===== src/rtl/mfr_pkg.sv =====
// constants, register map and carrier types for the motor fault response block
// assumes a single 25 MHz clock and a plain strobe-based register port
package mfr_pkg;
   localparam int unsigned ADDR_W      = 4;
   localparam int unsigned DATA_W      = 16;
   localparam logic [3:0]  REG_CTRL    = 4'h0;
   localparam logic [3:0]  REG_STATUS  = 4'h1;
   localparam logic [3:0]  REG_DIAG    = 4'h2;
   // control register fields
   localparam int unsigned CTRL_RUN     = 0;
   localparam int unsigned CTRL_RESTART = 1;
   localparam int unsigned CTRL_DSR     = 2;
   localparam int unsigned CTRL_STOP_ON_FAULT = 3;
   localparam logic [3:0]  CTRL_RESET   = 4'h0;
   // status register fields
   localparam int unsigned STS_SYS    = 0;
   localparam int unsigned STS_SERIAL = 1;
   localparam int unsigned STS_UV     = 2;
   localparam int unsigned STS_BOOT   = 3;
   localparam int unsigned STS_SYNC   = 4;
   localparam int unsigned STS_DS     = 5;
   localparam int unsigned STS_OT     = 6;
   localparam int unsigned STS_BLOCK  = 7;
   localparam int unsigned STS_OUTEN  = 8;
   // overtemperature release delay
   localparam int unsigned CLK_HZ      = 25_000_000;
   localparam int unsigned OT_HOLD_MS  = 10;
   localparam int unsigned OT_HOLD_CYC = OT_HOLD_MS * (CLK_HZ / 1000);

   typedef struct packed {
      logic       sys_err;
      logic       serial_err;
      logic       supply_por;
      logic       supply_uv;
      logic       gate_uv;
      logic [2:0] boot_uv;
      logic       temp_warn;
      logic       over_temp;
      logic       sync_loss;
      logic [5:0] ds_ov;
   } mfr_fault_t;
endpackage


===== src/rtl/mfr_hold_timer.sv =====
// hold timer: counts cycles while enabled, pulses done on the last one
// assumes enable stays high for the whole wait; dropping it restarts the count
`timescale 1ns/100ps
module mfr_hold_timer #(
   parameter int unsigned CYCLES = 16
) (
   input  wire logic mclk,
   input  wire logic reset_n,
   input  wire logic enable,
   output logic      done
);
   logic [31:0] cnt_r;

   // count up while enabled, restart on any gap
   always_ff @(posedge mclk or negedge reset_n)
   begin
      if (!reset_n)
         cnt_r <= 32'h0;
      else if (!enable || done)
         cnt_r <= 32'h0;
      else
         cnt_r <= cnt_r + 32'h1;
   end

   assign done = enable && (cnt_r == CYCLES - 1);
endmodule


===== src/rtl/mfr_fault_resp.sv =====
// fault response manager: decides gate shutdown, latching and release
// assumes fault inputs and demand are synchronous to mclk
//
// Function
// every listed fault except serial error and temp warning turns all outputs off (code: bootstrap and drain-source only mask gates with stop-on-fault)
// all-off means every one of the six gate outputs driven low together
// per-transistor faults drive low only that gate, others stay normal
// latch uv, bootstrap, sync loss, drain-source; clear on zero demand or run low (code: uv not latched with restart select)
// status or diagnostic read clears latched state only while dsr disable is 0
// after latch, outputs return only after demand goes zero then nonzero
// after latch, run cleared then set also re-enables outputs
// overtemp: outputs off, latch, regulator off, host reset; clear 10 ms later
// with restart select, sync loss is not latched, restart requested instead
`timescale 1ns/100ps
module mfr_fault_resp #(
   parameter int unsigned OT_HOLD_CYCLES = mfr_pkg::OT_HOLD_CYC
) (
   input  wire logic                       mclk,
   input  wire logic                       reset_n,
   input  wire mfr_pkg::mfr_fault_t        flt,
   input  wire logic [7:0]                 demand,
   input  wire logic [5:0]                 gate_cmd,
   input  wire logic [mfr_pkg::ADDR_W-1:0] bus_addr,
   input  wire logic [mfr_pkg::DATA_W-1:0] bus_wdata,
   input  wire logic                       bus_wr,
   input  wire logic                       bus_rd,
   output logic      [mfr_pkg::DATA_W-1:0] bus_rdata,
   output logic      [5:0]                 gate_out,
   output logic                            host_reset_out_n,
   output logic                            logic_supply_regulator_en,
   output logic                            restart_req
);
   logic [3:0] ctrl_r;
   logic       sys_lat_r, ser_lat_r, uv_lat_r, boot_lat_r, sync_lat_r, ds_lat_r, ot_lat_r;
   logic       block_r, seen_zero_r, sync_prev_r;
   logic       run, auto_restart_select, dsr, stop_on_fault_enable;
   logic       ser_reset, lat_clr, demand_zero, any_set, all_off, ot_done;
   logic [5:0] per_off;
   logic       uv_set, boot_set, sync_set, ds_set;

   assign run                  = ctrl_r[mfr_pkg::CTRL_RUN];
   assign auto_restart_select  = ctrl_r[mfr_pkg::CTRL_RESTART];
   assign dsr                  = ctrl_r[mfr_pkg::CTRL_DSR];
   assign stop_on_fault_enable = ctrl_r[mfr_pkg::CTRL_STOP_ON_FAULT];
   assign demand_zero = (demand == 8'h00);

   // a status or diagnostic read resets fault state unless disabled
   assign ser_reset = bus_rd && !dsr && ((bus_addr == mfr_pkg::REG_STATUS) ||
                      (bus_addr == mfr_pkg::REG_DIAG));
   assign lat_clr   = demand_zero || !run || ser_reset;

   // latch conditions; with stop-on-fault set, bridge faults act per transistor
   assign uv_set   = flt.supply_uv && !auto_restart_select;
   assign boot_set = (flt.boot_uv != 3'h0) && !stop_on_fault_enable;
   assign sync_set = flt.sync_loss && !auto_restart_select;
   assign ds_set   = (flt.ds_ov != 6'h00) && !stop_on_fault_enable;
   assign any_set  = uv_set || boot_set || sync_set || ds_set || flt.over_temp || flt.sys_err;

   // control register; a system error forces run low, set beats software
   always_ff @(posedge mclk or negedge reset_n)
   begin
      if (!reset_n)
         ctrl_r <= mfr_pkg::CTRL_RESET;
      else
      begin
         if (bus_wr && bus_addr == mfr_pkg::REG_CTRL)
            ctrl_r <= bus_wdata[3:0];
         if (flt.sys_err)
            ctrl_r[mfr_pkg::CTRL_RUN] <= 1'b0;
      end
   end

   // fault state latches: a new fault in the clearing cycle is kept
   always_ff @(posedge mclk or negedge reset_n)
   begin
      if (!reset_n)
      begin
         uv_lat_r   <= 1'b0;
         boot_lat_r <= 1'b0;
         sync_lat_r <= 1'b0;
         ds_lat_r   <= 1'b0;
      end
      else
      begin
         uv_lat_r   <= uv_set   || (uv_lat_r   && !lat_clr);
         boot_lat_r <= boot_set || (boot_lat_r && !lat_clr);
         sync_lat_r <= sync_set || (sync_lat_r && !lat_clr);
         ds_lat_r   <= ds_set   || (ds_lat_r   && !lat_clr);
      end
   end

   // system error clears on a write of run high; serial error on a read
   always_ff @(posedge mclk or negedge reset_n)
   begin
      if (!reset_n)
      begin
         sys_lat_r <= 1'b0;
         ser_lat_r <= 1'b0;
      end
      else
      begin
         sys_lat_r <= flt.sys_err || (sys_lat_r && !(bus_wr && bus_addr == mfr_pkg::REG_CTRL &&
                      bus_wdata[mfr_pkg::CTRL_RUN]));
         ser_lat_r <= flt.serial_err || (ser_lat_r && !ser_reset);
      end
   end

   // overtemperature holds until the hold timer expires after removal
   mfr_hold_timer #(
      .CYCLES (OT_HOLD_CYCLES)
   ) u_ot_timer (
      .mclk    (mclk),
      .reset_n (reset_n),
      .enable  (ot_lat_r && !flt.over_temp),
      .done    (ot_done)
   );

   always_ff @(posedge mclk or negedge reset_n)
   begin
      if (!reset_n)
         ot_lat_r <= 1'b0;
      else if (flt.over_temp)
         ot_lat_r <= 1'b1;
      else if (ot_done)
         ot_lat_r <= 1'b0;
   end

   // re-enable gate: a uv, bootstrap, sync or drain-source latch blocks until demand or run has passed through zero
   always_ff @(posedge mclk or negedge reset_n)
   begin
      if (!reset_n)
      begin
         block_r     <= 1'b0;
         seen_zero_r <= 1'b0;
      end
      else if (any_set && !flt.over_temp && !flt.sys_err)
      begin
         block_r     <= 1'b1;
         seen_zero_r <= 1'b0;
      end
      else if (block_r)
      begin
         if (demand_zero || !run)
            seen_zero_r <= 1'b1;
         else if (seen_zero_r)
            block_r <= 1'b0;
      end
   end

   // one-cycle restart request on each fresh loss of sync in restart mode
   always_ff @(posedge mclk or negedge reset_n)
   begin
      if (!reset_n)
         sync_prev_r <= 1'b0;
      else
         sync_prev_r <= flt.sync_loss;
   end
   assign restart_req = auto_restart_select && flt.sync_loss && !sync_prev_r;

   // shutdown decision; serial error and temp warning never stop the bridge
   assign all_off = !run || sys_lat_r || flt.sys_err || flt.supply_por || flt.gate_uv ||
                    flt.supply_uv || uv_lat_r || boot_lat_r || boot_set || sync_lat_r ||
                    flt.sync_loss || ds_lat_r || ds_set || ot_lat_r || flt.over_temp ||
                    block_r;
   assign per_off = stop_on_fault_enable ? (flt.ds_ov | {3'h0, flt.boot_uv}) : 6'h00;

   // gate outputs registered so all six drop on the same edge
   always_ff @(posedge mclk or negedge reset_n)
   begin
      if (!reset_n)
         gate_out <= 6'h00;
      else if (all_off)
         gate_out <= 6'h00;
      else
         gate_out <= gate_cmd & ~per_off;
   end

   // regulator and host reset follow the overtemperature latch
   always_ff @(posedge mclk or negedge reset_n)
   begin
      if (!reset_n)
      begin
         host_reset_out_n          <= 1'b0;
         logic_supply_regulator_en <= 1'b0;
      end
      else
      begin
         host_reset_out_n          <= !(ot_lat_r || flt.over_temp);
         logic_supply_regulator_en <= !(ot_lat_r || flt.over_temp);
      end
   end

   // read data one cycle after the strobe; unmapped reads return zero
   always_ff @(posedge mclk or negedge reset_n)
   begin
      if (!reset_n)
         bus_rdata <= 16'h0000;
      else if (bus_rd)
      begin
         bus_rdata <= 16'h0000;
         case (bus_addr)
            mfr_pkg::REG_CTRL:   bus_rdata[3:0] <= ctrl_r;
            mfr_pkg::REG_STATUS:
            begin
               bus_rdata[mfr_pkg::STS_SYS]    <= sys_lat_r;
               bus_rdata[mfr_pkg::STS_SERIAL] <= ser_lat_r;
               bus_rdata[mfr_pkg::STS_UV]     <= uv_lat_r;
               bus_rdata[mfr_pkg::STS_BOOT]   <= boot_lat_r;
               bus_rdata[mfr_pkg::STS_SYNC]   <= sync_lat_r;
               bus_rdata[mfr_pkg::STS_DS]     <= ds_lat_r;
               bus_rdata[mfr_pkg::STS_OT]     <= ot_lat_r;
               bus_rdata[mfr_pkg::STS_BLOCK]  <= block_r;
               bus_rdata[mfr_pkg::STS_OUTEN]  <= !all_off;
            end
            mfr_pkg::REG_DIAG:   bus_rdata <= flt[15:0];
            default:             bus_rdata <= 16'h0000;
         endcase
      end
      else
         bus_rdata <= 16'h0000;
   end
endmodule


===== config.mk =====
export PLATFORM = sky130hd
export DESIGN_NAME = mfr_fault_resp
export DESIGN_NICKNAME = d
export VERILOG_FILES = /design/src/rtl/mfr_pkg.sv /design/src/rtl/mfr_hold_timer.sv /design/src/rtl/mfr_fault_resp.sv
export SDC_FILE = /design/constraint.sdc
export NUM_CORES = 1
export LEC_CHECK = 0
export ABC_AREA = 1
export BUFFER_PORTS_ARGS = -buffer_cell sky130_fd_sc_hd__buf_2
export CORE_MARGIN = 2
export CORE_UTILIZATION = 54
export CTS_CLUSTER_DIAMETER = 30
export DETAILED_ROUTE_END_ITERATION = 6
export PLACE_DENSITY = 0.8
export REMOVE_ABC_BUFFERS = 1
export SYNTH_ARGS = -nofsm -noshare
export SYNTH_HDL_FRONTEND = slang
export SYNTH_SLANG_ARGS = --single-unit

===== constraint.sdc =====
create_clock -name mclk -period 1.5 [get_ports mclk]
set_input_delay 0.3 -clock mclk [delete_from_list [all_inputs] [get_ports mclk]]
set_output_delay 0.3 -clock mclk [all_outputs]
set_load 0.02 [all_outputs]

## Word level (Yosys, flattened, before mapping)

Index checks and enable logic that the tools add are counted.

| word-level totals | value |
|---|---|
| output and inout bits | 25 |
| flip-flop bits (word level) | 69 |
| word-level logic and storage cells | 114 |
| input port bits | 55 |

| cells by class | value |
|---|---|
| reductions and logical operators | 73 |
| $add $sub $neg | 1 |
| equal/unequal tests | 3 |
| bitwise operators | 3 |
| multiplexer cells | 18 |

Operator list:

| operator | number |
|---|---|
| 32-bit by 1-bit adder with 32-bit output, second input constant | 1 |
| 32-bit by 18-bit equality test with 1-bit output, second input constant | 1 |
| 32-bit 2-to-1 mux | 1 |
| 1-bit logical OR | 31 |
| 1-bit logical AND | 20 |
| 16-bit 2-to-1 mux | 1 |
| 1-bit zero test | 13 |
| 6-bit 2-to-1 mux | 2 |
| 4-bit case mux with 3 select lines | 1 |
| 1-bit 2-to-1 mux | 11 |
| 5-bit case mux with 2 select lines | 1 |
| 8-bit zero test | 1 |
| 2-bit nonzero test | 4 |
| 7-bit 2-to-1 mux | 1 |
| 6-bit AND | 1 |
| 6-bit inverter | 1 |
| 6-bit by 3-bit OR with 6-bit output | 1 |
| 6-bit nonzero test | 1 |
| 4-bit by 1-bit equality test with 1-bit output, second input constant | 1 |
| 4-bit by 2-bit equality test with 1-bit output, second input constant | 1 |
| 4-bit zero test | 1 |
| 3-bit nonzero test | 1 |
| 2-bit AND reduction | 1 |

## Depth between registers and ports, before layout

Gate-level depths: netlist of the first run.

| depth | value |
|---|---|
| word-level depth | 19 |
| depth in mapped cells | 9 |
| gate-level depth less buffers | 9 |

## Hierarchy

A second synthesis of the first run with hierarchy kept.

| unflattened totals | value |
|---|---|
| cell total of the unflattened synthesis | 515 |
| area total of the unflattened synthesis | 3677.3 um2 |

Modules (own cells, without submodules):

| module | area an instance (um2) | seq. area each (um2) | cells an instance | instances |
|---|---|---|---|---|
| mfr_hold_timer | 2031.9 | 800.8 | 318 | 1 |
| mfr_fault_resp | 1645.3 | 925.9 | 197 | 1 |

## Worst setup path before layout of the first run

No wires, ideal clock.

| timing | value |
|---|---|
| kind | register to register |
| from | register u_ot_timer.cnt_r[0] |
| to | register ot_lat_r |
| period minus slack after synthesis | 1411 ps |
| required time | 1382 ps |
| arrival | 1294 ps |
| setup time | 118 ps |
| path buffers | 1 |
| slack | 89 ps |
| stages on the path, launching flop included | 10 |
| path through | dfrtp_1 > ha_1 > nand2_2 > nor2_2 > nand3_1 > nor2_1 > nand2_1 > nand2_4 > buf_6 > nand2_1 |

| between the ends | value |
|---|---|
| longest elaborated chain between the ends | 3 |

RTL lines:

| item | line | source |
|---|---|---|
| start, declared | mfr_hold_timer.sv:12 | `logic [31:0] cnt_r;` |
| start signal, assigned | mfr_hold_timer.sv:22 | `cnt_r <= cnt_r + 32'h1;` |
| 32-bit by 18-bit equality test with 1-bit output | mfr_hold_timer.sv:25 | `assign done = enable && (cnt_r == CYCLES - 1);` |
| 1-bit logical AND | mfr_hold_timer.sv:25 |  |
| 2-bit nonzero test (no line) | -- |  |
| end signal, assigned | mfr_fault_resp.sv:121 | `ot_lat_r <= 1'b0;` |
| end signal, assigned | mfr_fault_resp.sv:123 | `ot_lat_r <= 1'b1;` |
| end signal, assigned | mfr_fault_resp.sv:125 | `ot_lat_r <= 1'b0;` |
| end, declared | mfr_fault_resp.sv:34 | `logic sys_lat_r, ser_lat_r, uv_lat_r, boot_lat_r, sync_lat_r, ds_lat_r, ot_lat_r;` |

Every way passes these cells.
A chain may end at the register's enable or synchronous reset.

## Worst setup path in the final report of the first run

| timing | value |
|---|---|
| from | register u_ot_timer.cnt_r[1] |
| to | register u_ot_timer.cnt_r[10] |

| between the ends | value |
|---|---|
| longest elaborated chain between the ends | 4 |

RTL lines:

| item | line | source |
|---|---|---|
| branches (longest 3 deep; another with 32-bit by 1-bit adder with 32-bit output) | -- |  |
| 32-bit 2-to-1 mux * | mfr_hold_timer.sv:19 | `else if (!enable \|\| done)` |

Mark *: on every way between the ends.

==> qor.csv, run 1 <==
metric,value,unit
IO Pins,80,
H-tree Lvls,3,
final setup margin,-48.1,ps
final hold vios,0,
initial core utilization,0.564,
I/O Buffers,67,
die area,7340,um2
Final Skew,14.1,ps
sequential fraction of the synthesis area,0.479,
Synth Instances,494,
total CTS buffers,9,
FF-to-FF Start,u_ot_timer.cnt_r[1]$_DFF_PN0_,
fin cells,664,
die extent in y,85.7,um
Syn Area/Cell,7.29,um2
Tcrit/Tclk final,1.03,
Leak,0.00221,uW
Critical Path Fanout Max,5,
synthesis-to-finish area growth,25.7,%
"Data arrival, critical path",1790,ps
root buf cell,clkbuf_8,
Cell variety after synth,25,
post-DP HPWL,6.61,mm
Slew headroom,0.718,
Rows,29,
CP Capture Type,flop,
pwr dens,909,nW/um2
failing checks,negative setup slack,
RSZ-0062 raised after global routing,yes,
detailed-route via count,3472,
Iter 0 DRT Violations,293,
status,finished with violations,
Worst EP required,1740,ps
cell area after synthesis,3600,um2
total wire length,9.11,mm
total of max-cap violations,0,
DRT antenna net count,0,
Startpoint Class,flop,
HP Start,flt[6],
number of setup violations in the final report,33,
fill cell count,507,
DP Cell Count,644,
Setup TNS,-823,ps
Worst-path clk slew,70,ps
Fmax,646,MHz
crit path kind,flop to flop,
Seq cells post-synth,69,
worst-margin pin slew,422,ps
Final Max Tran Viols,0,
worst hold slack,112,ps
type of the worst min-delay path,primary input to flop,
largest net degree at the start of global routing,37,
initial antenna violation count,0,
Via-to-Cell Ratio,5.23,
total grt overflow,0,
final core utilization,0.709,
vias in the first global route,3379,
width of the die,85.7,um
TritonRoute pass-1 iters,7,
Layout Nets,638,
"most common cell after layout, fill and taps aside",nand2_1,
share of cells above drive strength 1,0.228,
VDD IR-drop max,0.000726,V
Clock Tree Buf Depth,2,
Remaining DRCs,0,
CTS tree,done,
ANT cells,0,
Core Box Area,6390,um2
Placer Congestion,0.906,
worst setup path startpoint,u_ot_timer.cnt_r[1]$_DFF_PN0_,
min cycle time layout,1550,ps
Clock Latency Late Sink,360,ps
overall power,4110,uW
most frequent cells in the layout,"nand2_1 (144), nor2_1 (100), dfrtp_1 (67), buf_2 (67), inv_1 (62)",
GRT Total Usage,0.254,
synthesis warning total,0,
WL/cell,13.7,um
clock sink total,69,
first-pass GRT wire length,14.5,mm
## synthesized netlist by cell type, drive strengths merged
master,instances,area [um2]
nor2,123,499
o211ai,4,30.0
xor2,9,78.8
nand2,151,587
o22ai,4,25.0
dfrtp,69,1730
o21ai,11,55.1
xnor2,5,43.8
nor3,7,35.0
ha,1,12.5
inv,62,233
or2,1,6.26
clkbuf,1,3.75
a21oi,7,35.0
and2,1,6.26
buf,5,46.3
nand4,6,37.5
nand3,27,140
## final cells by class
type | instances | area (um2) | area share
clock buffers | 13 | 159 | 0.0351
well taps | 77 | 96.3 | 0.0213
clock inverters | 3 | 67.6 | 0.0149
repair buffers | 83 | 543 | 0.120
flip-flops and latches | 69 | 1730 | 0.382
multi-input cells | 357 | 1700 | 0.375
inverters | 62 | 233 | 0.0514
## metal layers
| metal | track usage | part of all wire | wire length, um | up-vias |
|---|---|---|---|---|
| li1 | - | - | - | 1685 |
| met1 | 0.303 | 0.41 | 3690 | 1610 |
| met2 | 0.441 | 0.50 | 4600 | 148 |
| met3 | 0.0520 | 0.057 | 521 | 29 |
| met4 | 0.118 | 0.033 | 297 | 0 |
| met5 | 0 | 0 | 0 | - |
## what timing repair did
action,in CTS,in global routing
endpoints found under the hold margin,13,0
resized for setup,0,30
buffers inserted,0,1
setup endpoints to repair,0,35
hold buffers,1,0
## cells by family (layout without fill, tap and decap cells)
group,after synthesis,in the layout,share of synthesized area
buf+inv,68,161,0.0785
compound gates,26,26,0.0403
flops,69,69,0.480
xor+xnor,14,14,0.0341
simple gates,316,316,0.364
fa+ha+maj,1,1,0.00347
## worst max-delay path: stages, from the launching register on
cell,delay [ps]
dfrtp_1,360
ha_2,220
nand2_4,80
nor2_4,120
nand3_2,70
nor2_1,100
nand2_1,110
nand2_4,150
clkbuf_16,180
nor2_2,40
## through the flow
step	instance area, um2	setup slack (ps)
6_report	4530	-48.1
5_1_grt	4530	-116
4_1_cts	4360	11.3
3_5_place_dp	4120	44.2
3_3_place_gp	4120	79.2
2_1_floorplan	3550	56.6
## power by group
part / leakage (uW) / internal, uW / switching, uW
clock network: 0.000110 / 1030 / 715
logic: 0.00119 / 156 / 258
registers: 0.000918 / 1920 / 39.4
## worst paths after layout
| path | end | slack (ps) | cells past startpoint |
|---|---|---|---|
| worst min register to register | logic_supply_regulator_en$_DFF_PN0_ | 460 | 1 |
| worst min-delay path | sync_prev_r$_DFF_PN0_ | 110 | 1 |
| max in group asynchronous | bus_rdata[3]$_DFF_PN0_ | 580 | 3 |
| worst max-delay path | u_ot_timer.cnt_r[10]$_DFF_PN0_ | -50 | 9 |
| min in group asynchronous | bus_rdata[14]$_DFF_PN0_ | 420 | 2 |
| worst max register to register | u_ot_timer.cnt_r[10]$_DFF_PN0_ | -50 | 9 |
## flip-flops by register name (all words and copies together) (netlist names), 4 cells and up
register and cells:
gate_out 6, ctrl_r 4, bus_rdata 16, u_ot_timer.cnt_r 32
(Power assumes the default switching activity.)
==> inputs of run 2 (changes only) <==
SKIP_CTS_REPAIR_TIMING = 1   (was not set)
==> run 2 against run 1 <==
- the run still ends with negative setup slack left
- largest cell class unchanged
- largest power group unchanged
- global-route usage did not move
- via count fell by 0.40%
- sequential cell count unchanged
- highest routed layer unchanged
- design area did not move
- fmax rose by 0.41%
- utilization is the same
- count of clock-buffer cells in the layout is the same
- worst setup slack better by 6.3 ps
==> qor.csv, run 2 (same netlist as run 1, synthesis figures left out) <==
metric,value,unit,change
"Cell Chain, Critical Path","ha_2, nand2_4, nor2_4, nand3_2, nor2_1, nand2_1, nand2_4, clkbuf_16, nor2_2",,
synthesis-to-finish area growth,25.7,%,unchanged
worst hold slack,112,ps,-0.329 ps
largest net degree at the start of global routing,37,,unchanged
Rows,29,,unchanged
fin cells,664,,unchanged
status,finished with violations,,
first-pass GRT wire length,14.5,mm,unchanged
Tcrit/Tclk final,1.03,,-0.00420
min cycle time layout,1540,ps,-6.31 ps
"most common cell after layout, fill and taps aside",nand2_1,,
"Data arrival, critical path",1780,ps,about the same
WL/cell,13.7,um,-0.20%
met3 wire len,557,um,+6.9%
clock sink total,69,,unchanged
GRT Total Usage,0.254,,unchanged
Final Skew,14.0,ps,-0.0986 ps
total CTS buffers,9,,unchanged
CP Capture Type,flop,,
most frequent cells in the layout,"nand2_1 (144), nor2_1 (100), dfrtp_1 (67), buf_2 (67), inv_1 (62)",,
Final Max Tran Viols,0,,unchanged
Worst-path clk slew,70,ps,about the same
overall power,4110,uW,about the same
RSZ-0062 raised after global routing,yes,,
register name with the most flops,u_ot_timer.cnt_r,,
width of the die,85.7,um,unchanged
initial core utilization,0.564,,unchanged
Core Box Area,6390,um2,unchanged
Leak,0.00221,uW,unchanged
DR top layer,met4,,
Placer Congestion,0.906,,unchanged
DP Cell Count,644,,unchanged
ANT cells,0,,unchanged
post-DP HPWL,6.61,mm,unchanged
register area,1730,um2,unchanged
met2 WL,4.53,mm,-1.5%
total of max-cap violations,0,,unchanged
crit path max-delay cell type,dfrtp_1,,
Critical Path Fanout Max,5,,unchanged
VDD IR-drop max,0.000725,V,-0.12%
crit-path max cell delay,360,ps,about the same
wire length on met1,3.66,mm,-0.84%
type of the worst min-delay path,primary input to flop,,
Multi-input gate area,1700,um2,unchanged
worst-margin pin slew,437,ps,+14.7 ps
final hold vios,0,,unchanged
WHS Path Cells,1,,unchanged
pwr dens,908,nW/um2,about the same
Startpoint Class,flop,,
design area,4530,um2,unchanged
Iter 0 DRT Violations,315,,+7.5%
detailed-route via count,3458,,-0.40%
Clock Tree Buf Depth,2,,unchanged
IO Pins,80,,unchanged
Setup TNS,-680,ps,+143 ps
total wire length,9.09,mm,-0.20%
Layout Nets,638,,unchanged
H-tree Lvls,3,,unchanged
Slew headroom,0.708,,-0.00985
leading registers by flop count,"u_ot_timer.cnt_r: 32 flops, bus_rdata: 16 flops, gate_out: 6 flops",,
Top delay family on crit path,simple AND/OR/NAND/NOR gates,,
R2R cell count,9,,unchanged
TritonRoute pass-1 iters,5,,-2
initial antenna violation count,0,,unchanged
Worst EP required,1740,ps,about the same
placed cell areas,4120,um2,unchanged
root buf cell,clkbuf_8,,
CTS tree,done,,
Most Frequent Cell on Critical Path,nand2_4,,
vias in the first global route,3379,,unchanged
cell count along the critical path,9,,unchanged
R2R setup slack,-40,ps,about the same
die extent in y,85.7,um,unchanged
total grt overflow,0,,unchanged
Via-to-Cell Ratio,5.21,,-0.40%
final setup margin,-41.8,ps,+6.31 ps
Largest register FFs,32,,unchanged
I/O Buffers,67,,unchanged
CP Buf/Inv Count,1,,unchanged
Fmax,649,MHz,+0.41%
Remaining DRCs,0,,unchanged
Clock Latency Late Sink,360,ps,about the same
fill cell count,507,,unchanged
DRT antenna net count,0,,unchanged
share of cells above drive strength 1,0.228,,unchanged
failing checks,negative setup slack,,
die area,7340,um2,unchanged
crit path kind,flop to flop,,
number of setup violations in the final report,33,,unchanged
## run 2: power by group
part           internal [uW]  switching, uW  total (uW)
clock                   1030            711        1740
combinational            156            258         414
sequential              1920           39.3        1960
total                   3100           1010        4110
## run 2: worst register-to-register path, delay by kind of cell, from the launching register on
family / cells / cell delay [ps]
simple gates: 7 / 670
flops: 1 / 360
fa+ha+maj: 1 / 220
buf+inv: 1 / 190
## run 2: layout make-up
cell class | count | area share
timing repair buffer | 83 | 0.120
clock inverter | 3 | 0.0149
inverter | 62 | 0.0514
sequential | 69 | 0.382
multi-input combinational | 357 | 0.375
tap | 77 | 0.0213
clock buffer | 13 | 0.0351
## run 2: final timing paths
path / from / to
max: u_ot_timer.cnt_r[1]$_DFF_PN0_ / u_ot_timer.cnt_r[10]$_DFF_PN0_
max reg2reg: u_ot_timer.cnt_r[1]$_DFF_PN0_ / u_ot_timer.cnt_r[10]$_DFF_PN0_
min: flt[6] / sync_prev_r$_DFF_PN0_
min in group asynchronous: reset_n / bus_rdata[14]$_DFF_PN0_
max in group asynchronous: reset_n / bus_rdata[0]$_DFF_PN0_
min reg2reg: ot_lat_r$_DFFE_PN0P_ / logic_supply_regulator_en$_DFF_PN0_
## run 2: per-layer routing
layer,global-route usage,up-vias
li1,-,1686
met1,0.303,1586
met2,0.441,151
met3,0.0529,35
met4,0.118,0
met5,0,-
## run 2: per-stage QoR
| step | setup slack (ps) | utilization |
|---|---|---|
| 6_report | -41.8 | 0.709 |
| 5_1_grt | -116 | 0.709 |
| 4_1_cts | 11.3 | 0.681 |
| 3_5_place_dp | 44.2 | 0.646 |
| 3_3_place_gp | 79.2 | 0.646 |
| 2_1_floorplan | 56.6 | - |
